--- config.mk ---
export PLATFORM = sky130hd
export DESIGN_NAME = clock_power_down_reset_control
export DESIGN_NICKNAME = d
export VERILOG_FILES = /design/src/clock_pkg.sv /design/src/clock_power_down_reset_control.sv /design/src/sync2.sv /design/src/tick_divider.sv
export VERILOG_INCLUDE_DIRS = /design/src
export SDC_FILE = /design/constraint.sdc
export NUM_CORES = 1
export LEC_CHECK = 0
export BUFFER_PORTS_ARGS = -buffer_cell sky130_fd_sc_hd__buf_4
export CORE_UTILIZATION = 46
export DETAILED_ROUTE_END_ITERATION = 8
export GPL_TIMING_DRIVEN = 0
export HOLD_SLACK_MARGIN = 0.05
export PLACE_DENSITY = 0.69
export RECOVER_POWER = 50
export SLEW_MARGIN = 15
export SYNTH_ARGS = -nofsm -noshare
export SYNTH_HDL_FRONTEND = slang
export SYNTH_SLANG_ARGS = --single-unit
--- constraint.sdc ---
create_clock -name hclk -period 2.1 [get_ports hclk]
set_input_delay 0.42 -clock hclk [delete_from_list [all_inputs] [get_ports hclk]]
set_output_delay 0.42 -clock hclk [all_outputs]
set_load 0.05 [all_outputs]
--- src/clock_params.svh ---
// Behaviour
// - Compatible mode: one instruction per four clocks
// - Turbo mode: one instruction per clock
// - Internal RC 4 MHz, divided by two-bit field
// - Clock mode held in 12-bit configuration word
// - Configuration word writable only while programming
// - Power-down instruction enters power-down state
// - Power-down gates clock off to all blocks but the watchdog
// - Enabled watchdog keeps counting on own oscillator
// - Wakeup resets and loads top program address
// - Reset on power-up, wakeup, brown-out, watchdog, clear
// - Large variant: extended bit keeps operating clock running in power-down
// - External clock: any crystal mode behaves identically
// - External RC takes clock from oscillator input only
// - Power-down with watchdog: timeout 1, power-down 0
// - Wakeup sets timeout and power-down flags to 1
`ifndef CLOCK_PARAMS_SVH
`define CLOCK_PARAMS_SVH

`define CLK_RATE_KHZ 100000
`define RC_OSC_RATE_KHZ 4000
`define WDT_OSC_RATE_KHZ 1000

`define REG_CONFIG_ADDR 12'h000
`define REG_EXT_CONFIG_ADDR 12'h004
`define REG_STATUS_ADDR 12'h008

`define CONFIG_WIDTH 12
`define CONFIG_RESET 12'h000
`define EXT_CONFIG_RESET 12'h000
`define CFG_DIV_LSB 0
`define CFG_MODE_LSB 2
`define CFG_TURBO_BIT 5
`define CFG_WDT_EN_BIT 6
`define XCFG_SLEEP_CLK_BIT 0

`define RC_DIV_M1_SEL0 8'h00
`define RC_DIV_M1_SEL1 8'h03
`define RC_DIV_M1_SEL2 8'h0f
`define RC_DIV_M1_SEL3 8'h7f

`define QUARTER_LAST 2'h3
`define VECTOR_SMALL 12'h7ff
`define VECTOR_LARGE 12'hfff

`define ST_TO_BIT 0
`define ST_PD_BIT 1
`define ST_STATE_LSB 2
`define ST_PROG_BIT 5

`endif

--- src/clock_pkg.sv ---
package clock_pkg;

    typedef enum logic [2:0] {
        ST_RUN = 3'b001,
        ST_SLEEP = 3'b010,
        ST_WAKE = 3'b100
    } power_state_t;

    typedef enum logic [2:0] {
        MODE_INT_RC = 3'h0,
        MODE_EXT_RC = 3'h1,
        MODE_LOW_POWER_CRYSTAL = 3'h2,
        MODE_NORMAL_CRYSTAL = 3'h3,
        MODE_HIGH_SPEED_CRYSTAL = 3'h4
    } osc_mode_t;

endpackage : clock_pkg

--- src/clock_power_down_reset_control.sv ---
`timescale 1ns/1ns
`default_nettype none
`include "clock_params.svh"
module clock_power_down_reset_control import clock_pkg::*; #(
    parameter bit LARGE_VARIANT = 1'b0,
    parameter int CLK_RATE_KHZ = `CLK_RATE_KHZ,
    parameter int RC_OSC_RATE_KHZ = `RC_OSC_RATE_KHZ,
    parameter int WDT_OSC_RATE_KHZ = `WDT_OSC_RATE_KHZ
) (
    input wire logic hclk,
    input wire logic hresetn,
    input wire logic hsel,
    input wire logic [31:0] haddr,
    input wire logic [1:0] htrans,
    input wire logic hwrite,
    input wire logic [2:0] hsize,
    input wire logic [31:0] hwdata,
    input wire logic hready,
    output logic [31:0] hrdata,
    output logic hreadyout,
    output logic hresp,
    input wire logic oscillator_input,
    output logic oscillator_output,
    input wire logic master_clear_input_n,
    input wire logic brownout_detect,
    input wire logic program_mode,
    input wire logic sleep_instruction,
    input wire logic wakeup_pin_event,
    input wire logic watchdog_timeout,
    output logic instruction_tick,
    output logic operating_clock_tick,
    output logic watchdog_tick,
    output logic core_reset,
    output logic [11:0] reset_vector,
    output logic timeout_flag,
    output logic power_down_flag,
    output logic powered_down
);
    localparam int RC_BASE_DIV = CLK_RATE_KHZ / RC_OSC_RATE_KHZ;
    localparam int WDT_BASE_DIV = CLK_RATE_KHZ / WDT_OSC_RATE_KHZ;
    localparam logic [11:0] VECTOR = LARGE_VARIANT ? `VECTOR_LARGE : `VECTOR_SMALL;

    generate
        if (RC_BASE_DIV < 1 || RC_BASE_DIV > 256) begin : g_bad_rc
            $error("Clock rate cannot serve the internal RC rate");
        end
        if (WDT_BASE_DIV < 1 || WDT_BASE_DIV > 65536) begin : g_bad_wdt
            $error("Clock rate cannot serve the watchdog oscillator rate");
        end
    endgenerate

    // Pins from outside the clock domain
    logic osc_s;
    logic master_clear_input_n_n_s;
    logic brown_s;
    logic prog_s;

    sync2 #(
        .WIDTH(4),
        .RESET_VALUE(4'h4)
    ) u_pin_sync (
        .hclk(hclk),
        .hresetn(hresetn),
        .async_in({brownout_detect, master_clear_input_n, program_mode, oscillator_input}),
        .sync_out({brown_s, master_clear_input_n_n_s, prog_s, osc_s})
    );

    // Bus slave state
    logic sel_r;
    logic sel_nxt;
    logic wr_r;
    logic wr_nxt;
    logic [11:0] addr_r;
    logic [11:0] addr_nxt;
    logic [31:0] hrdata_r;
    logic [31:0] hrdata_nxt;
    logic [`CONFIG_WIDTH-1:0] config_r;
    logic [`CONFIG_WIDTH-1:0] config_nxt;
    logic [`CONFIG_WIDTH-1:0] ext_config_r;
    logic [`CONFIG_WIDTH-1:0] ext_config_nxt;
    logic hreadyout_r;

    // Clock path state
    logic osc_prev_r;
    logic [1:0] quarter_r;
    logic [1:0] quarter_nxt;
    logic inst_tick_r;
    logic inst_tick_nxt;
    logic op_tick_r;
    logic op_tick_nxt;
    logic osc_out_r;
    logic osc_out_nxt;

    // Power state
    power_state_t state_r;
    power_state_t state_nxt;
    logic core_reset_r;
    logic core_reset_nxt;
    logic asleep_r;
    logic asleep_nxt;
    logic to_r;
    logic to_nxt;
    logic pd_r;
    logic pd_nxt;
    logic [11:0] vector_r;

    // Decoded configuration
    logic [1:0] div_sel;
    osc_mode_t osc_mode;
    logic turbo;
    logic wdt_en;
    logic sleep_clk_en;
    logic [7:0] rc_div_m1;
    logic rc_base_tick;
    logic rc_clk_tick;
    logic ext_tick;
    logic osc_tick;
    logic crystal_mode;
    logic running;
    logic reset_cause;
    logic addr_phase;
    logic [31:0] status_word;

    assign div_sel = config_r[`CFG_DIV_LSB +: 2];
    assign osc_mode = osc_mode_t'(config_r[`CFG_MODE_LSB +: 3]);
    // Compatible mode exists on the small variant only
    assign turbo = config_r[`CFG_TURBO_BIT] | LARGE_VARIANT;
    assign wdt_en = config_r[`CFG_WDT_EN_BIT];
    assign sleep_clk_en = ext_config_r[`XCFG_SLEEP_CLK_BIT] & LARGE_VARIANT;
    // Any code from two upward is a crystal-class mode
    assign crystal_mode = (osc_mode != MODE_INT_RC) && (osc_mode != MODE_EXT_RC);

    always_comb begin
        unique case (div_sel)
            2'h0: rc_div_m1 = `RC_DIV_M1_SEL0;
            2'h1: rc_div_m1 = `RC_DIV_M1_SEL1;
            2'h2: rc_div_m1 = `RC_DIV_M1_SEL2;
            2'h3: rc_div_m1 = `RC_DIV_M1_SEL3;
        endcase
    end

    // Internal RC modelled as a nominal-rate enable, then the selectable divider
    tick_divider #(
        .WIDTH(8)
    ) u_rc_base (
        .hclk(hclk),
        .hresetn(hresetn),
        .count_en(1'b1),
        .divide_m1(8'(RC_BASE_DIV - 1)),
        .tick(rc_base_tick)
    );

    tick_divider #(
        .WIDTH(8)
    ) u_rc_div (
        .hclk(hclk),
        .hresetn(hresetn),
        .count_en(rc_base_tick),
        .divide_m1(rc_div_m1),
        .tick(rc_clk_tick)
    );

    // Watchdog oscillator never looks at the power state
    tick_divider #(
        .WIDTH(16)
    ) u_wdt_osc (
        .hclk(hclk),
        .hresetn(hresetn),
        .count_en(wdt_en),
        .divide_m1(16'(WDT_BASE_DIV - 1)),
        .tick(watchdog_tick)
    );

    // Pin is sampled, so external clocks must stay below half of hclk
    assign ext_tick = osc_s & ~osc_prev_r;
    assign osc_tick = (osc_mode == MODE_INT_RC) ? rc_clk_tick : ext_tick;
    assign running = (state_r == ST_RUN);

    always_comb begin
        quarter_nxt = quarter_r;
        inst_tick_nxt = 1'b0;
        op_tick_nxt = 1'b0;
        osc_out_nxt = 1'b0;
        if (osc_tick) begin
            quarter_nxt = quarter_r + 2'h1;
        end
        // Gating acts on whole enable pulses, so no sliver of a clock escapes
        if (running) begin
            if (turbo) begin
                inst_tick_nxt = osc_tick;
            end else begin
                inst_tick_nxt = osc_tick && (quarter_r == `QUARTER_LAST);
            end
        end
        op_tick_nxt = osc_tick & (running | sleep_clk_en);
        if (crystal_mode) begin
            osc_out_nxt = ~osc_s;
        end
    end

    always_ff @(posedge hclk or negedge hresetn) begin
        if (!hresetn) begin
            osc_prev_r <= 1'b0;
            quarter_r <= 2'h0;
            inst_tick_r <= 1'b0;
            op_tick_r <= 1'b0;
            osc_out_r <= 1'b0;
        end else begin
            osc_prev_r <= osc_s;
            quarter_r <= quarter_nxt;
            inst_tick_r <= inst_tick_nxt;
            op_tick_r <= op_tick_nxt;
            osc_out_r <= osc_out_nxt;
        end
    end

    // Power-down, wakeup and reset sequencing
    assign reset_cause = ~master_clear_input_n_n_s | brown_s | watchdog_timeout;

    always_comb begin
        state_nxt = state_r;
        to_nxt = to_r;
        pd_nxt = pd_r;
        unique case (state_r)
            ST_RUN: begin
                if (reset_cause) begin
                    state_nxt = ST_WAKE;
                end else if (sleep_instruction) begin
                    state_nxt = ST_SLEEP;
                    if (wdt_en) begin
                        to_nxt = 1'b1;
                        pd_nxt = 1'b0;
                    end
                end
            end
            ST_SLEEP: begin
                if (reset_cause || wakeup_pin_event) begin
                    state_nxt = ST_WAKE;
                    to_nxt = 1'b1;
                    pd_nxt = 1'b1;
                end
            end
            ST_WAKE: begin
                // Held while master clear or brown-out persists
                if (!(~master_clear_input_n_n_s | brown_s)) begin
                    state_nxt = ST_RUN;
                end
            end
        endcase
        core_reset_nxt = (state_nxt == ST_WAKE);
        asleep_nxt = (state_nxt == ST_SLEEP);
    end

    always_ff @(posedge hclk or negedge hresetn) begin
        if (!hresetn) begin
            state_r <= ST_RUN;
            core_reset_r <= 1'b1;
            asleep_r <= 1'b0;
            to_r <= 1'b1;
            pd_r <= 1'b1;
            vector_r <= VECTOR;
        end else begin
            state_r <= state_nxt;
            core_reset_r <= core_reset_nxt;
            asleep_r <= asleep_nxt;
            to_r <= to_nxt;
            pd_r <= pd_nxt;
            vector_r <= VECTOR;
        end
    end

    // AHB-Lite slave, zero wait states
    assign addr_phase = hsel & htrans[1] & hready;
    assign status_word = {26'h0, prog_s, state_r, pd_r, to_r};

    always_comb begin
        sel_nxt = addr_phase;
        wr_nxt = addr_phase & hwrite;
        addr_nxt = addr_phase ? haddr[11:0] : addr_r;
        hrdata_nxt = hrdata_r;
        config_nxt = config_r;
        ext_config_nxt = ext_config_r;
        if (addr_phase && !hwrite) begin
            unique case (haddr[11:0])
                `REG_CONFIG_ADDR: hrdata_nxt = {20'h0, config_r};
                `REG_EXT_CONFIG_ADDR: hrdata_nxt = {20'h0, ext_config_r};
                `REG_STATUS_ADDR: hrdata_nxt = status_word;
                default: hrdata_nxt = 32'h0;
            endcase
        end
        // Running code cannot alter the fuses; only the programming pin opens them
        if (sel_r && wr_r && prog_s) begin
            if (addr_r == `REG_CONFIG_ADDR) begin
                config_nxt = hwdata[`CONFIG_WIDTH-1:0];
            end
            if (addr_r == `REG_EXT_CONFIG_ADDR) begin
                ext_config_nxt = hwdata[`CONFIG_WIDTH-1:0];
            end
        end
    end

    always_ff @(posedge hclk or negedge hresetn) begin
        if (!hresetn) begin
            sel_r <= 1'b0;
            wr_r <= 1'b0;
            addr_r <= 12'h000;
            hrdata_r <= 32'h0;
            config_r <= `CONFIG_RESET;
            ext_config_r <= `EXT_CONFIG_RESET;
            hreadyout_r <= 1'b1;
        end else begin
            sel_r <= sel_nxt;
            wr_r <= wr_nxt;
            addr_r <= addr_nxt;
            hrdata_r <= hrdata_nxt;
            config_r <= config_nxt;
            ext_config_r <= ext_config_nxt;
            hreadyout_r <= 1'b1;
        end
    end

    assign hrdata = hrdata_r;
    assign hreadyout = hreadyout_r;
    assign hresp = 1'b0;
    assign oscillator_output = osc_out_r;
    assign instruction_tick = inst_tick_r;
    assign operating_clock_tick = op_tick_r;
    assign core_reset = core_reset_r;
    assign reset_vector = vector_r;
    assign timeout_flag = to_r;
    assign power_down_flag = pd_r;
    // Registered copy, so the pin never glitches while the state code switches
    assign powered_down = asleep_r;

endmodule : clock_power_down_reset_control
`default_nettype wire

--- src/sync2.sv ---
`timescale 1ns/1ns
`default_nettype none
module sync2 #(
    parameter int WIDTH = 1,
    parameter logic [WIDTH-1:0] RESET_VALUE = '0
) (
    input wire logic hclk,
    input wire logic hresetn,
    input wire logic [WIDTH-1:0] async_in,
    output logic [WIDTH-1:0] sync_out
);
    logic [WIDTH-1:0] meta_r;
    logic [WIDTH-1:0] sync_r;

    always_ff @(posedge hclk or negedge hresetn) begin
        if (!hresetn) begin
            meta_r <= RESET_VALUE;
            sync_r <= RESET_VALUE;
        end else begin
            meta_r <= async_in;
            sync_r <= meta_r;
        end
    end

    assign sync_out = sync_r;
endmodule : sync2
`default_nettype wire

--- src/tick_divider.sv ---
`timescale 1ns/1ns
`default_nettype none
module tick_divider #(
    parameter int WIDTH = 8
) (
    input wire logic hclk,
    input wire logic hresetn,
    input wire logic count_en,
    input wire logic [WIDTH-1:0] divide_m1,
    output logic tick
);
    logic [WIDTH-1:0] count_r;
    logic [WIDTH-1:0] count_nxt;
    logic tick_r;
    logic tick_nxt;

    generate
        if (WIDTH < 1) begin : g_bad_width
            $error("tick_divider needs WIDTH of at least 1");
        end
    endgenerate

    // Ratio change takes effect in the current count, wrapping at once if already past it
    always_comb begin
        count_nxt = count_r;
        tick_nxt = 1'b0;
        if (count_en) begin
            if (count_r >= divide_m1) begin
                count_nxt = '0;
                tick_nxt = 1'b1;
            end else begin
                count_nxt = count_r + 1'b1;
            end
        end
    end

    always_ff @(posedge hclk or negedge hresetn) begin
        if (!hresetn) begin
            count_r <= '0;
            tick_r <= 1'b0;
        end else begin
            count_r <= count_nxt;
            tick_r <= tick_nxt;
        end
    end

    assign tick = tick_r;
endmodule : tick_divider
`default_nettype wire

# [Word-level counts from Yosys, hierarchy flattened]
# Cells that the tools add are included.
[totals] elab_cells=102 out_inout_bits=54 input_bits=81 register_bits=126
[classes] magnitude_cmp=3 mux=28 addsub=4 n_eq_ne=17 n_bitwise=10 n_reduce_logical=16
[ops] operator="$pmux 12 s3" count=1
[ops] operator="$pmux 8 s4" count=1
[ops] operator="$eq 12x3->1 const B" count=2
[ops] operator="$logic_not 12->1" count=2
[ops] operator="$add 16x1->16 const B" count=1
[ops] operator="$add 8x1->8 const B" count=2
[ops] operator="$ge 16x7->1 const B" count=1
[ops] operator="$mux 1" count=16
[ops] operator="$mux 16" count=1
[ops] operator="$mux 8" count=2
[ops] operator="$eq 12x4->1 const B" count=1
[ops] operator="$mux 3" count=4
[ops] operator="$pmux 3 s3" count=1
[ops] operator="$ge 8x5->1 const B" count=1
[ops] operator="$ge 8x8->1" count=1
[ops] operator="$ne 2x2->1 const B" count=4
[ops] operator="$eq 2x2->1 const B" count=3
[ops] operator="$eq 3x2->1 const B" count=2
[ops] operator="$eq 3x3->1 const B" count=2
[ops] operator="$and 1x1->1" count=5
[ops] operator="$logic_and 1x1->1" count=5
[ops] operator="$reduce_and 5->1" count=1
[ops] operator="$pmux 1 s2" count=2
[ops] operator="$reduce_and 2->1" count=2
[ops] operator="other kinds (12)" count=15

# [Longest topological paths before layout]
[logic_depth] ltp_word=7 mapped_depth=8 mapped_depth_nobuf=8

# [Modules after synthesis]
# Synthesis repeated with hierarchy kept, for this count alone.
[hier_totals] cells_unflattened=537 area_unflattened_um2=5700.5
[modules_own_cells] mod="clock_power_down_reset_control" cells_per_inst=246 seq_area_each_um2=1555.2 n_inst=1 area_per_inst_um2=2936.6
[modules_own_cells] mod="tick_divider (u_wdt_osc)" cells_per_inst=141 seq_area_each_um2=425.4 n_inst=1 area_per_inst_um2=1317.5
[modules_own_cells] mod="tick_divider (u_rc_base ...)" cells_per_inst=71 seq_area_each_um2=225.2 n_inst=2 area_per_inst_um2=621.8
[modules_own_cells] mod="sync2" cells_per_inst=8 seq_area_each_um2=202.7 n_inst=1 area_per_inst_um2=202.7

# [Worst setup path after synthesis]
# Ideal clock, no wire load.
[synth_path] path_type="register -> register" start="reg config_r[0]" end="reg u_rc_div.count_r[5]" setup_time_ps=122 path_slack_ps=255 required_time_ps=1978 period_less_slack_ps=1845 t_arrival_ps=1723 path_buffers=0 path_stages_with_launch=8 cell_sequence="dfrtp_1 or2_2 ha_1 nor2b_1 o21ai_0 a31oi_2 a21o_1 a32o_1"
[synth_between] elab_chain_cells=4 elab_cells_between_ends=7 classes_between="order compare (1); eq/ne (3); mux (2); reduce/logical (1)"
[synth_rtl] item="start, declared" line="clock_power_down_reset_control.sv:77" source="logic [`CONFIG_WIDTH-1:0] config_r;"
[synth_rtl] item="start signal, assigned" line="clock_power_down_reset_control.sv:308" source="config_r <= `CONFIG_RESET;"
[synth_rtl] item="start signal, assigned" line="clock_power_down_reset_control.sv:316" source="config_r <= config_nxt;"
[synth_rtl] item="$eq 2x2->1 (tied with other cells)" line="clock_power_down_reset_control.sv:134" source="unique case (div_sel)"
[synth_rtl] item="$pmux 8 s4 *" line="clock_power_down_reset_control.sv:134"
[synth_rtl] item="$ge 8x8->1 *" line="tick_divider.sv:28" source="if (count_r >= divide_m1) begin"
[synth_rtl] item="$mux 8 *" line="tick_divider.sv:28"
[synth_rtl] item="end signal, assigned" line="tick_divider.sv:42" source="count_r <= count_nxt;"
[synth_rtl] item="end, declared" line="tick_divider.sv:12" source="logic [WIDTH-1:0] count_r;"
# Mark *: on every way between the ends. The rest lies on a longest branch, timed or not. The select of a mux whose other input is x is not followed.
# A chain may end at the register's enable or synchronous reset.

# [Final worst setup path]
# Same ends and word-level chain as after synthesis.

==> results by group <==
Die
  – Std-Cell Rows: 37
  – Total die area: roughly 0.011 sq mm
  – CORE AREA: 0.0104 sq mm
  – Top Ports: 135
  – Starting Density: 47.7%
  – Die H: 106 microns
  – Die X-Extent: between 100 and 150 microns

Detailed routing
  – DR pass1 iterations: 4
  – DRC violations left: 0
  – Post-route ant nets: 0
  – Via Count: 3380
  – Via density: 4.96
  – DRT iter0 DRCs: 129
  – Wire length per cell: between 10 and 15 microns
  – Final wirelength: a little under 10000 microns

Pwr
  – Comb power frac: 12.1%
  – Peak supply drop: 0.000509 V
  – Pleak: between 2 and 3 nW
  – Pwr/cell area: between 700 and 800 mW/mm^2
  – Switching Share: 24.9%
  – Total power: around 4.2 mW
  – Clock share of power: 35.7%
  – Sequential Power Share: 52.2%
  – NetSw: ~1.0 mW
  – Power Internal: 3.15 mW

Critical path
  – Data required time of the worst path: approximately 2.4 ns
  – Crit path max-delay family: compound AO/OA/AOI/OAI gates
  – Reg2Reg Setup Slack: 0.15 ns
  – Crit path buf inv count: 0
  – Worst-path cell chain: or2_2, ha_1, nor2b_1, o21ai_1, a31oi_4, a21o_1, a32o_1
  – Critical path arrival: around 2.2 ns
  – Slowest Stage Delay on Critical Path: about 0.42 ns
  – CP max stage cell: dfrtp_1
  – Max Fanout on Critical Path: 10
  – Kind of critical path: flip-flop to flip-flop
  – CP Capture Type: flip-flop
  – Critical path launch point type: flip-flop

Finish
  – Area growth syn-to-layout: 19.4%
  – Nets: between 600 and 700
  – Share of cells above drive strength 1: 29.0%
  – Final Instance Area: 0.00590 sq mm
  – Sequential cell area: 0.00263 sq mm
  – Multi-input logic area: 0.00206 sq mm
  – Cell Count, Final, Fillers Out: 681
  – Fin util: 56.9%
  – Number of fill cells in the layout: 902
  – Antenna cell count: 0

Synthesis
  – Top FF cell, synth: dfrtp_1
  – Netlist Area Pre-Place: approximately 0.0049 sq mm
  – Syn Area/Cell: around 11 sq um
  – Synth warn: 0
  – Mapped Cells: roughly 440
  – Adder-cell share of the synthesized area: 3.04%
  – Area contributors post-synth: dfrtp_1 (51%), buf_4 (5.8%), mux2_2 (4.8%), nor2_1 (3.3%), ha_1 (3.0%)
  – Synth area leader: dfrtp_1
  – Simple-gate share of the synthesized area: around an eighth
  – Async set-or-reset flop fraction in the synthesized netlist: between 90% and 100%
  – Yosys top cell area share: about half
  – EDFF count, synth: 0
  – Part of the Yosys area used for sequential elements: 53.3%
  – Post-synthesis mux area share: 11.9%
  – Compound-Gate Fraction of Synth Area: under 10%
  – Xor and xnor fraction of the mapped netlist area: 1.24%
  – Largest family of logic cells by synthesized area: simple AND/OR/NAND/NOR gates
  – Count of cell types in the netlist: 58
  – Synth top cells by count: dfrtp_1 (100), nor2_1 (44), buf_4 (38), nand2_1 (30), o21ai_0 (30)
  – #FFs+latches synth: approximately 110
  – Most common cell in the netlist: dfrtp_1

Placement
  – Dpl hpwl: 6810 microns
  – Placed inst area: 0.00566 sq mm
  – Post-placement cell count: 665
  – Final GP Congestion: roughly 0.86
  – Pre-CTS setup slack: 0.0588 ns
  – IO buf count: 54

Clock network
  – CTS resizes: 0
  – Post-CTS Hold Fix Bufs: 0
  – Worst skew pair latency: 0.36 ns
  – Clock buffer depth: 2
  – CTS clock-pin slew for the worst setup and hold paths: 0.10 ns
  – Setup repair bufs after CTS: 0
  – Clock sink count: roughly 110
  – CTS HTree Levels: 3
  – Total CTS buffers: 9
  – TritonCTS clock tree: yes
  – CTS Root Cell: clkbuf_8

GRT
  – Overall routing resource usage: 18.0%
  – Number of global-route vias before repair: 3311
  – Global-route wire length before repair: around 16000 microns
  – Residual overflow from global routing: 0
  – Initial antenna violation count: 0
  – Largest net degree at the start of global routing: 106

Timing
  – Fmax: 0.514 GHz
  – Final setup TNS: 0 ns
  – Worst-Margin Slew: 1.41 ns
  – Worst Hold Slack: between 0.15 and 0.2 ns
  – Count of final hold-check violations: 0
  – Min Tclk post-route: 1.95 ns
  – Fin. max-slew vios: 0
  – Rel. slew slack: about 6%
  – Fin crit share: 92.7%
  – Final setup viols: 0
  – Worst setup margin: 0.154 ns
  – RSZ-0062 raised after global routing: no
  – Setup Skew: 0.00832 ns

Hold path
  – Hold WC Path Type: primary input to flip-flop

Run status
  – Status: complete, no violations

Run
  – Max_cap viols: 0
[registers in the layout, summed over array words and instances (netlist names), 2 cells and up]
signal and cells:
addr_r 12, config_r 12, ext_config_r 12, hrdata 12, quarter_r 2, state_r 3
u_pin_sync.meta_r 4, u_pin_sync.sync_out 4, u_rc_base.count_r 8, u_rc_div.count_r 8, u_wdt_osc.count_r 16
[routing by layer]
metal / track usage (%) / share of wire, % / up-vias
li1: - / - / 1654
met1: 23.2 / 45 / 1637
met2: 29.6 / 48 / 85
met3: 5.94 / 6.3 / 4
met4: 3.67 / 0.63 / 0
met5: 0 / 0 / -
[kinds of logic (layout without fill, tap and decap cells)]
logic type / after synthesis / count (layout)
XOR/XNOR: 7 / 7
buffers and inverters: 64 / 134
adder cells (fa/ha/maj): 12 / 12
multiplexers: 50 / 50
other: 2 / 38
AO/OA/AOI/OAI: 69 / 69
AND/OR/NAND/NOR: 130 / 130
flip-flops: 105 / 105
[final cells by class]
class / count / area share (%)
multi-input combinational: 306 / 34.8
tap: 136 / 2.88
buffer: 46 / 5.51
timing repair buffer: 54 / 6.87
sequential: 105 / 44.6
clock buffer: 11 / 2.40
clock inverter: 5 / 1.74
inverter: 18 / 1.14
[power groups by stage]
stage	clock [mW]	sequential, mW	combinational, mW
finish	1.50	2.19	0.508
global route	1.62	2.21	0.555
CTS	1.54	2.19	0.514
detailed placement	0	2.23	0.513
global placement	0	2.23	0.498
floorplan	0	2.23	0.348
[placed cells by master, fill, tap and decap left out, drive strengths merged, types with 12 or more instances in the layout]
cell    synthesis  routed
o21ai          30      30
buf            42      90
clkbuf          4      21
conb            2      38
ha             12      12
dfrtp         100     100
nor2           46      46
nand3          14      14
inv            18      18
nand2          31      31
mux2           41      41
[final timing paths]
path,start,to,depth (start not counted)
worst max-delay path,config_r[0]$_DFFE_PN0P_,u_rc_div.count_r[5]$_DFFE_PN0P_,7
worst max register to register,config_r[0]$_DFFE_PN0P_,u_rc_div.count_r[5]$_DFFE_PN0P_,7
max in group asynchronous,hresetn,u_wdt_osc.count_r[1]$_DFFE_PN0P_,1
worst min-delay path,master_clear_input_n,u_pin_sync.meta_r[2]$_DFF_PN1_,1
worst min register to register,u_pin_sync.meta_r[3]$_DFF_PN0_,u_pin_sync.sync_out[3]$_DFF_PN0_,0
min in group asynchronous,hresetn,hrdata[7]$_DFFE_PN0P_,1
No activity file was read; power rests on OpenSTA's default activity.
